--- config.mk ---
export PLATFORM = sky130hd
export DESIGN_NAME = keypad_parameter_lock
export DESIGN_NICKNAME = d
export VERILOG_FILES = /design/src/klock_pkg.sv /design/src/key_if.sv /design/src/key_sync.sv /design/src/keypad_parameter_lock.sv
export SDC_FILE = /design/constraint.sdc
export NUM_CORES = 1
export LEC_CHECK = 0
export BUFFER_PORTS_ARGS = -buffer_cell sky130_fd_sc_hd__buf_2
export CAP_MARGIN = 5
export CORE_UTILIZATION = 55
export DETAILED_ROUTE_END_ITERATION = 12
export PLACE_DENSITY = 0.72
export SLEW_MARGIN = 20
export SYNTH_ARGS = -nofsm -noshare
export SYNTH_HDL_FRONTEND = slang
export SYNTH_SLANG_ARGS = --single-unit
--- constraint.sdc ---
create_clock -name clk -period 8.5 [get_ports clk]
set_clock_uncertainty 0.15 [all_clocks]
set_input_delay 1.275 -clock clk [delete_from_list [all_inputs] [get_ports clk]]
set_output_delay 1.275 -clock clk [all_outputs]
set_load 0.01 [all_outputs]
--- src/klock_pkg.sv ---
/*
  Shared constants and types for the keypad parameter-lock block.
  Assumes a single 25 MHz system clock.
*/
package klock_pkg;
  localparam longint CLK_HZ        = 25_000_000;
  // Edit window after a good password, in seconds, and flash time in milliseconds.
  localparam longint LOCK_WINDOW_S = 300;
  localparam longint FLASH_MS      = 1000;
  localparam longint LOCK_CYCLES   = LOCK_WINDOW_S * CLK_HZ;
  localparam longint FLASH_CYCLES  = (FLASH_MS * CLK_HZ) / 1000;
  localparam int     IDLE_W        = 33;
  localparam int     FLASH_W       = 25;

  // Key pin positions.
  localparam int KEY_FN    = 0;
  localparam int KEY_LEFT  = 1;
  localparam int KEY_RIGHT = 2;
  localparam int KEY_UP    = 3;
  localparam int KEY_DOWN  = 4;
  localparam int KEY_ENTER = 5;
  localparam int KEY_N     = 6;

  // Function numbers and password values, four BCD digits, then the digit select and digit value limits.
  localparam logic [15:0] FIRST_FUNCTION_ENTRY     = 16'h0001;
  localparam logic [15:0] PASSWORD_FUNCTION        = 16'h0070;
  localparam logic [15:0] FACTORY_RESTORE_FUNCTION = 16'h0071;
  localparam logic [15:0] PW_NONE                  = 16'h0000;
  localparam logic [15:0] PW_MAX                   = 16'h0999;
  localparam logic [15:0] PW_CODE                  = 16'h3552;
  localparam logic [1:0]  FUNC_SEL_MAX             = 2'h2;
  localparam logic [1:0]  VALUE_SEL_MAX            = 2'h3;
  localparam logic [3:0]  DIGIT_MAX                = 4'h9;

  typedef enum logic [2:0] {
    ST_STATUS, ST_FUNC, ST_PARAM, ST_PW_CODE, ST_PW_EDIT, ST_FLASH
  } state_t;

  typedef enum logic [2:0] {
    DK_STATUS, DK_FUNC, DK_VALUE, DK_CODE, DK_PASS, DK_ERR, DK_END, DK_FAULT
  } disp_t;
endpackage

--- src/key_if.sv ---
/*
  Carries synchronised key press pulses and the trip level from the
  input conditioner to the lock logic. Both ends share one clock.
*/
`timescale 1ns/100ps
interface key_if;
  logic fn;
  logic left;
  logic right;
  logic up;
  logic down;
  logic enter;
  logic any;
  logic trip_ok;
  modport src (output fn, left, right, up, down, enter, any, trip_ok);
  modport dst (input  fn, left, right, up, down, enter, any, trip_ok);
endinterface

--- src/key_sync.sv ---
/*
  Brings the front-panel keys and the external trip contact into the
  clock domain and turns key levels into one-cycle press pulses.
  Assumes keys are active high and already debounced outside.
*/
`timescale 1ns/100ps
module key_sync (
  input  wire logic                       clk,
  input  wire logic                       rst_n,
  input  wire logic [klock_pkg::KEY_N-1:0] key_pins,
  input  wire logic                       trip_pin,
  key_if.src                              k
);
  typedef struct packed {
    logic [klock_pkg::KEY_N:0] m1;
    logic [klock_pkg::KEY_N:0] m2;
    logic [klock_pkg::KEY_N:0] m3;
  } sync_t;

  sync_t s_q;
  sync_t s_d;
  logic [klock_pkg::KEY_N-1:0] press;

  always_comb begin
    s_d    = s_q;
    s_d.m1 = {trip_pin, key_pins};
    s_d.m2 = s_q.m1;
    s_d.m3 = s_q.m2;
  end

  // The trip contact resets closed so a dead input reads as a trip only later.
  always_ff @(posedge clk or negedge rst_n) begin
    if (!rst_n) begin
      s_q <= '{m1: 7'h40, m2: 7'h40, m3: 7'h40};
    end else begin
      s_q <= s_d;
    end
  end

  assign press     = s_q.m2[klock_pkg::KEY_N-1:0] & ~s_q.m3[klock_pkg::KEY_N-1:0];
  assign k.fn      = press[klock_pkg::KEY_FN];
  assign k.left    = press[klock_pkg::KEY_LEFT];
  assign k.right   = press[klock_pkg::KEY_RIGHT];
  assign k.up      = press[klock_pkg::KEY_UP];
  assign k.down    = press[klock_pkg::KEY_DOWN];
  assign k.enter   = press[klock_pkg::KEY_ENTER];
  assign k.any     = |press;
  assign k.trip_ok = s_q.m2[klock_pkg::KEY_N];
endmodule

--- src/keypad_parameter_lock.sv ---
/*
  Front-panel programming logic: function selection, digit editing,
  password set, verify and clear, edit lock with idle timeout, trip
  handling and bypass pilot control.
  Assumes key and trip pins are raw levels; run, at-speed and overload
  signals come from logic on the same clock.
*/
// Notes on behaviour
// - Function key from status shows the first function number.
// - Left and right move the selected digit; up and down change it.
// - Password function with no password shows the code for all zeros.
// - First arrow after the code clears the display to zeros.
// - A stored password must be matched before a new one is taken.
// - Password entries above the maximum are refused.
// - A stored new password flashes a stored mark, then the function number.
// - Matching entry flashes accept; mismatch flashes reject.
// - Factory restore leaves the password untouched.
// - Storing all zeros removes the password and the lock.
// - An open trip input stops the motor and shows a fault.
// - At speed after a start, the bypass pilot is energised.
// - Internal overload protection can be switched off by configuration.
// - Unlock lasts five minutes after the last key press.
// - While locked, committing a change is refused with reject.
`timescale 1ns/100ps
module keypad_parameter_lock #(
  parameter longint LOCK_CYCLES  = klock_pkg::LOCK_CYCLES,
  parameter longint FLASH_CYCLES = klock_pkg::FLASH_CYCLES
) (
  input  wire logic                        clk,
  input  wire logic                        rst_n,
  input  wire logic [klock_pkg::KEY_N-1:0] key_pins,
  input  wire logic                        trip_pin,
  input  wire logic                        run_cmd,
  input  wire logic                        at_speed,
  input  wire logic                        ol_trip,
  input  wire logic                        ol_enable,
  output logic      [15:0]                 disp_digits,
  output klock_pkg::disp_t                 disp_kind,
  output logic                             lock_active,
  output logic                             motor_on,
  output logic                             bypass_pilot,
  output logic                             param_commit,
  output logic      [15:0]                 commit_fn,
  output logic      [15:0]                 commit_val,
  output logic                             factory_restore
);
  localparam logic [klock_pkg::IDLE_W-1:0]  IDLE_LIM  =
    klock_pkg::IDLE_W'(LOCK_CYCLES - 1);
  localparam logic [klock_pkg::FLASH_W-1:0] FLASH_LIM =
    klock_pkg::FLASH_W'(FLASH_CYCLES - 1);

  typedef struct packed {
    klock_pkg::state_t          st;
    logic [15:0]                dig;
    logic [15:0]                fnum;
    logic [1:0]                 sel;
    logic [15:0]                pw;
    logic                       unlocked;
    logic [klock_pkg::IDLE_W-1:0]  idle;
    logic [klock_pkg::FLASH_W-1:0] flash;
    klock_pkg::disp_t           ind;
    logic                       fault;
    logic                       motor;
    logic                       bypass;
    logic                       lock;
    logic                       commit;
    logic                       restore;
    klock_pkg::disp_t           kind;
    logic [15:0]                show;
  } lock_t;

  logic [1:0] rs_q;
  logic       rst_s_n;
  lock_t      s;
  lock_t      n;
  logic       locked;
  logic       ol_hit;
  logic       edit_en;
  logic [1:0] sel_max;
  logic       go;
  klock_pkg::disp_t go_ind;

  key_if k ();

  always_ff @(posedge clk or negedge rst_n) begin
    if (!rst_n) begin
      rs_q <= 2'h0;
    end else begin
      rs_q <= {rs_q[0], 1'b1};
    end
  end
  assign rst_s_n = rs_q[1];

  key_sync u_keys (
    .clk      (clk),
    .rst_n    (rst_s_n),
    .key_pins (key_pins),
    .trip_pin (trip_pin),
    .k        (k.src)
  );

  // Digit-wise addition of the hiding code, so 0000 shows as the code itself.
  function automatic logic [15:0] encode(input logic [15:0] v);
    logic [4:0]  t;
    logic [15:0] r;
    r = 16'h0;
    for (int i = 0; i < 4; i++) begin
      t = {1'b0, v[4*i+:4]} + {1'b0, klock_pkg::PW_CODE[4*i+:4]};
      if (t > 5'h09) begin
        t = t - 5'h0a;
      end
      r[4*i+:4] = t[3:0];
    end
    return r;
  endfunction

  function automatic logic [3:0] step(input logic [3:0] d, input logic up);
    if (up) begin
      return (d >= klock_pkg::DIGIT_MAX) ? 4'h0 : d + 4'h1;
    end
    return (d == 4'h0) ? klock_pkg::DIGIT_MAX : d - 4'h1;
  endfunction

  always_comb begin
    n         = s;
    n.commit  = 1'b0;
    n.restore = 1'b0;
    edit_en   = 1'b0;
    sel_max   = klock_pkg::VALUE_SEL_MAX;
    go        = 1'b0;
    go_ind    = klock_pkg::DK_ERR;
    locked    = (s.pw != klock_pkg::PW_NONE) && !s.unlocked;
    ol_hit    = ol_trip && ol_enable;

    // Any key restarts the window; silence past the limit locks again.
    if (k.any) begin
      n.idle = '0;
    end else if (s.unlocked) begin
      if (s.idle >= IDLE_LIM) begin
        n.unlocked = 1'b0;
        n.idle     = '0;
      end else begin
        n.idle = s.idle + 1'b1;
      end
    end

    case (s.st)
      klock_pkg::ST_STATUS: begin
        if (k.fn) begin
          n.st  = klock_pkg::ST_FUNC;
          n.dig = klock_pkg::FIRST_FUNCTION_ENTRY;
          n.sel = 2'h0;
        end
      end
      klock_pkg::ST_FUNC: begin
        if (k.fn) begin
          n.st = klock_pkg::ST_STATUS;
        end else if (k.enter) begin
          n.fnum = s.dig;
          n.sel  = 2'h0;
          if (s.dig == klock_pkg::PASSWORD_FUNCTION) begin
            n.st = klock_pkg::ST_PW_CODE;
          end else if (s.dig == klock_pkg::FACTORY_RESTORE_FUNCTION) begin
            go = 1'b1;
            if (locked) begin
              go_ind = klock_pkg::DK_ERR;
            end else begin
              n.restore = 1'b1;
              go_ind    = klock_pkg::DK_END;
            end
          end else begin
            n.st  = klock_pkg::ST_PARAM;
            n.dig = 16'h0;
          end
        end else begin
          edit_en = 1'b1;
          sel_max = klock_pkg::FUNC_SEL_MAX;
        end
      end
      klock_pkg::ST_PARAM: begin
        if (k.fn) begin
          n.st  = klock_pkg::ST_FUNC;
          n.dig = s.fnum;
          n.sel = 2'h0;
        end else if (k.enter) begin
          go = 1'b1;
          if (locked) begin
            go_ind = klock_pkg::DK_ERR;
          end else begin
            n.commit = 1'b1;
            go_ind   = klock_pkg::DK_END;
          end
        end else begin
          edit_en = 1'b1;
        end
      end
      klock_pkg::ST_PW_CODE: begin
        if (k.fn) begin
          n.st  = klock_pkg::ST_FUNC;
          n.dig = s.fnum;
        end else if (k.left || k.right || k.up || k.down) begin
          n.st  = klock_pkg::ST_PW_EDIT;
          n.dig = klock_pkg::PW_NONE;
          n.sel = 2'h0;
        end
      end
      klock_pkg::ST_PW_EDIT: begin
        if (k.fn) begin
          n.st  = klock_pkg::ST_FUNC;
          n.dig = s.fnum;
          n.sel = 2'h0;
        end else if (k.enter) begin
          go = 1'b1;
          if (s.dig > klock_pkg::PW_MAX) begin
            go_ind = klock_pkg::DK_ERR;
          end else if (locked) begin
            if (s.dig == s.pw) begin
              n.unlocked = 1'b1;
              go_ind     = klock_pkg::DK_PASS;
            end else begin
              go_ind = klock_pkg::DK_ERR;
            end
          end else begin
            n.pw   = s.dig;
            go_ind = klock_pkg::DK_END;
          end
        end else begin
          edit_en = 1'b1;
        end
      end
      klock_pkg::ST_FLASH: begin
        if (s.flash >= FLASH_LIM) begin
          n.st  = klock_pkg::ST_FUNC;
          n.dig = s.fnum;
          n.sel = 2'h0;
        end else begin
          n.flash = s.flash + 1'b1;
        end
      end
      default: begin
        n.st = klock_pkg::ST_STATUS;
      end
    endcase

    if (edit_en) begin
      if (k.left && s.sel < sel_max) begin
        n.sel = s.sel + 2'h1;
      end else if (k.right && s.sel != 2'h0) begin
        n.sel = s.sel - 2'h1;
      end else if (k.up || k.down) begin
        n.dig[{s.sel, 2'h0}+:4] = step(s.dig[{s.sel, 2'h0}+:4], k.up);
      end
    end

    if (go) begin
      n.st    = klock_pkg::ST_FLASH;
      n.flash = '0;
      n.ind   = go_ind;
    end

    // A new trip wins over a clear requested in the same cycle.
    if (!k.trip_ok || ol_hit) begin
      n.fault = 1'b1;
    end else if (k.fn) begin
      n.fault = 1'b0;
    end
    n.motor  = run_cmd && !n.fault;
    n.bypass = n.motor && at_speed;
    n.lock   = (n.pw != klock_pkg::PW_NONE) && !n.unlocked;

    n.show = 16'h0;
    if (n.fault) begin
      n.kind = klock_pkg::DK_FAULT;
    end else begin
      case (n.st)
        klock_pkg::ST_STATUS: n.kind = klock_pkg::DK_STATUS;
        klock_pkg::ST_FUNC: begin
          n.kind = klock_pkg::DK_FUNC;
          n.show = n.dig;
        end
        klock_pkg::ST_PW_CODE: begin
          n.kind = klock_pkg::DK_CODE;
          n.show = encode(n.pw);
        end
        klock_pkg::ST_FLASH: n.kind = n.ind;
        default: begin
          n.kind = klock_pkg::DK_VALUE;
          n.show = n.dig;
        end
      endcase
    end
  end

  always_ff @(posedge clk or negedge rst_s_n) begin
    if (!rst_s_n) begin
      s <= '{st: klock_pkg::ST_STATUS, ind: klock_pkg::DK_ERR,
             kind: klock_pkg::DK_STATUS, default: '0};
    end else begin
      s <= n;
    end
  end

  assign disp_digits     = s.show;
  assign disp_kind       = s.kind;
  assign lock_active     = s.lock;
  assign motor_on        = s.motor;
  assign bypass_pilot    = s.bypass;
  assign param_commit    = s.commit;
  assign commit_fn       = s.fnum;
  assign commit_val      = s.dig;
  assign factory_restore = s.restore;

  logic quiet;
  assign quiet = k.trip_ok && !ol_hit && !s.fault;
endmodule

==> summary.txt <==
GRT
  – Grt total ovfl: 0
  – Global-route wire length before repair: between 40 and 50 mm
  – Largest net degree at the start of global routing: between 60 and 70
  – Number of global-route vias before repair: 7,750
  – Gr usage total: 0.294
  – Initial antenna violation count: 0

Detailed routing
  – Vias per inst: 6.28
  – Vias after detailed routing: about 8.2k
  – Initial drt markers: 818
  – Antenna viol nets, final: 0
  – First-pass DRT Iterations: 5
  – Routed WL per cell: around 19 µm
  – Routed Wire Length: 25.2 mm
  – DRC: 0

Timing
  – Final setup viols: 0
  – Hold Worst Slack: 0.187 ns
  – Setup TNS: 0 ns
  – Final hold violations: 0
  – Tmin final: 4.98 ns
  – Slew headroom: 0.339
  – Worst Tran Pin Value: 0.988 ns
  – Final Max Slew Viols: 0
  – Fmax: around 200 MHz
  – Unrepaired setup endpoints after global routing: false
  – Final period util: 0.586

Worst hold path
  – Hold Path Class: reg2async

Logic synthesis
  – Register area share after synthesis: 0.424
  – Seq cells post-synth: ~160
  – Syn_area_per_cell: 8.96 µm²
  – Ranking of synthesized cells by area: dfrtp_1 (41%), nand2_1 (5.8%), buf_4 (4.0%)
  – Primary FF master, synth: dfrtp_1
  – Number of flops mapped to enable cells by yosys: 0
  – Syn nets: ~1.1k
  – Mapped Cells: ~1.1k
  – Post-synthesis cell area: roughly 0.0096 mm²
  – Most area-hungry cell type in the Yosys netlist: dfrtp_1
  – Ys async rst share: 1.00
  – Area share of the largest cell type after synthesis: 0.413
  – Yosys warning count: 0
  – Cell variety after synth: 83

Floorplanning
  – Core footprint: between 0.015 and 0.02 mm²
  – Die ar.: 0.0180 mm²
  – Io pins: 69
  – # rows: 47
  – Die span in y: about 130 µm
  – Die width: between 100 and 150 µm
  – Initial core utilization: 0.570

Clock tree
  – PostCTS Resize Cnt: 0
  – Clk sinks: 162
  – H-tree levels: 4
  – CTS Buf Count: 17
  – CTS max path bufs: 2
  – Post-CTS Setup Bufs: 0
  – Clk slew on worst S/H paths: 0.07 ns
  – Hold-fix buffers, CTS: 0
  – CTS tree: built
  – Root Driver: clkbuf_16
  – Clock latency on the worst-skew pair: around 0.44 ns

Pwr
  – Sw Pwr: between 800 and 900 µW
  – Combinational group share of total power: 0.253
  – PD cells: 223 mW/mm²
  – Leak Pwr: between 0.004 and 0.005 µW
  – Max rail drop VDD: roughly 0.17 mV
  – Clk pwr share: 0.325
  – Reg power frac: 0.422
  – Switching Share: 0.354
  – P_int: about 1500 µW
  – Pwr Total: 2300 µW

Placement
  – IO Port Bufs: just under 70
  – RePlAce Congestion: between 0.9 and 1
  – Hpwl dp: approximately 18 mm
  – Placed cells: 1,270

Setup path
  – Worst EP required: 8.74 ns
  – Startpoint type of the worst setup path: register
  – R2R setup slack: around 3.5 ns
  – R2r startpoint: commit_val[10]$_DFF_PN0_
  – CP endpoint kind: register
  – Worst-path maximum fanout: 16
  – Critical path class: reg2reg
  – Register-to-Register Path Depth: 17
  – Critical R2R Capture: disp_digits[10]$_DFF_PN0_
  – CP arrival: roughly 5.2 ns

Finish
  – Antenna cells: 0
  – Final Non-Filler Cells: 1,303
  – Layout Nets: about 1.1k
  – Area Growth Syn to Fin: 7.43%
  – Layout Utilization: 0.612
  – Share of cells above drive strength 1: 0.128

Outcome
  – Status: finished, final reports clean

Job
  – Max Cap Viol: 0
-- cells in the final DEF (no fill, tap or decap), types with 7 or more instances in the layout --
cell type	n
dfrtp_1	157
nand2_1	147
nor2_1	78
buf_2	68
o21ai_0	50
inv_1	48
a21oi_1	47
nand3_1	40
xor2_1	32
nor4_1	22
ha_1	22
nand4_1	20
nor3_1	18
a21o_1	17
clkbuf_16	17
and3_1	16
nand2b_1	15
xnor2_1	15
a31oi_1	14
o311ai_0	13
nor2b_1	12
mux2i_1	12
or3_1	12
buf_4	10
o21a_1	9
and2_1	9
nor3b_1	9
o22ai_1	9
and4_1	8
a22o_1	8
o211ai_1	7
-- critical path: stages, from the launching register on --
cell and delay (ns):
dfrtp_1 0.55, or4_4 0.60, nor2_1 0.14, nand4_1 0.19, a2111oi_4 0.40, buf_4 0.30
mux2i_1 0.34, inv_1 0.10, ha_1 0.27, nand2b_1 0.16, a21o_1 0.18, nand2_1 0.09
ha_1 0.24, a21oi_1 0.08, mux2_1 0.32, o211a_1 0.27, a221o_1 0.36, a21bo_1 0.17
-- power by group through the flow --
stage	Sequential, µW	Combinational (µW)	Clock [µW]
6_report	969	580	746
5_1_grt	978	640	780
4_1_cts	963	572	755
3_5_place_dp	975	566	0
3_3_place_gp	972	559	0
2_1_floorplan	917	486	0
-- cell usage after synthesis, types with 9 or more instances --
| cell | number |
|---|---|
| a21o_1 | 17 |
| a21oi_1 | 47 |
| a31oi_1 | 14 |
| and2_1 | 9 |
| and3_1 | 16 |
| buf_4 | 51 |
| clkbuf_1 | 40 |
| dfrtp_1 | 158 |
| ha_1 | 22 |
| inv_1 | 48 |
| mux2i_1 | 12 |
| nand2_1 | 147 |
| nand2b_1 | 15 |
| nand3_1 | 40 |
| nand4_1 | 20 |
| nor2_1 | 78 |
| nor2b_1 | 12 |
| nor3_1 | 18 |
| nor3b_1 | 9 |
| nor4_1 | 23 |
| o21a_1 | 9 |
| o21ai_0 | 50 |
| o22ai_1 | 9 |
| o311ai_0 | 13 |
| or3_1 | 12 |
| xnor2_1 | 15 |
| xor2_1 | 32 |
-- flip-flops by register name, summed over array words and instances, names as in the netlist --
register and cells:
bypass_pilot 1, u_keys.s_d 13, rs_q 2, u_keys.k.trip_ok 1
commit_val 16, param_commit 1, s 84, commit_fn 16
motor_on 1, u_keys.s_q 6, disp_digits 16, lock_active 1
factory_restore 1, disp_kind 3
-- how the worst max path moves through the flow --
stage / cells after the start / endpoint / from / slack, ns
after floorplan: 0 / bypass_pilot$_DFF_PN0_ / rs_q[1]$_DFF_PN0_ / 3.51
after global placement: 17 / disp_digits[10]$_DFF_PN0_ / commit_val[10]$_DFF_PN0_ / 3.74
after detailed placement: 17 / disp_digits[10]$_DFF_PN0_ / commit_val[10]$_DFF_PN0_ / 3.56
after CTS: 17 / disp_digits[10]$_DFF_PN0_ / commit_val[10]$_DFF_PN0_ / 3.56
after global routing: 17 / disp_digits[10]$_DFF_PN0_ / commit_val[10]$_DFF_PN0_ / 3.20
final: 17 / disp_digits[10]$_DFF_PN0_ / commit_val[10]$_DFF_PN0_ / 3.52
-- kinds of logic (layout without fill, tap and decap cells) --
group,count (synthesis),count (layout),synth area share
adders and majority gates,22,22,0.0287
AOI/OAI and AO/OA,239,239,0.172
DFF,162,162,0.424
and+or+nand+nor,434,434,0.228
buffers and inverters,146,159,0.0783
muxes,19,19,0.0255
xor gates and xnor gates,47,47,0.0430
other,1,1,0.000391
-- per-layer routing --
metal	vias to the layer above	part of all wire	GRT usage
met2	366	0.45	0.459
met1	3943	0.42	0.392
li1	3791	-	-
met3	84	0.087	0.0669
met5	-	0	0
met4	0	0.036	0.131
-- layout make-up --
class                   count  area [µm²]
repair buffers             79         430
clock inverters            12         109
multi-input cells         762        4790
inverters                  48         180
well taps                 220         275
flip-flops and latches    162        4060
clock buffers              20         447
fillers                  1464        6520
-- stage by stage --
stage,cell area [µm²],setup slack (ns)
after detailed placement,9720,3.56
after CTS,10300,3.56
final,10300,3.52
after global placement,9720,3.74
after floorplan,9580,3.51
after global routing,10300,3.20
Note: power is estimated with default switching activity, not from simulation.
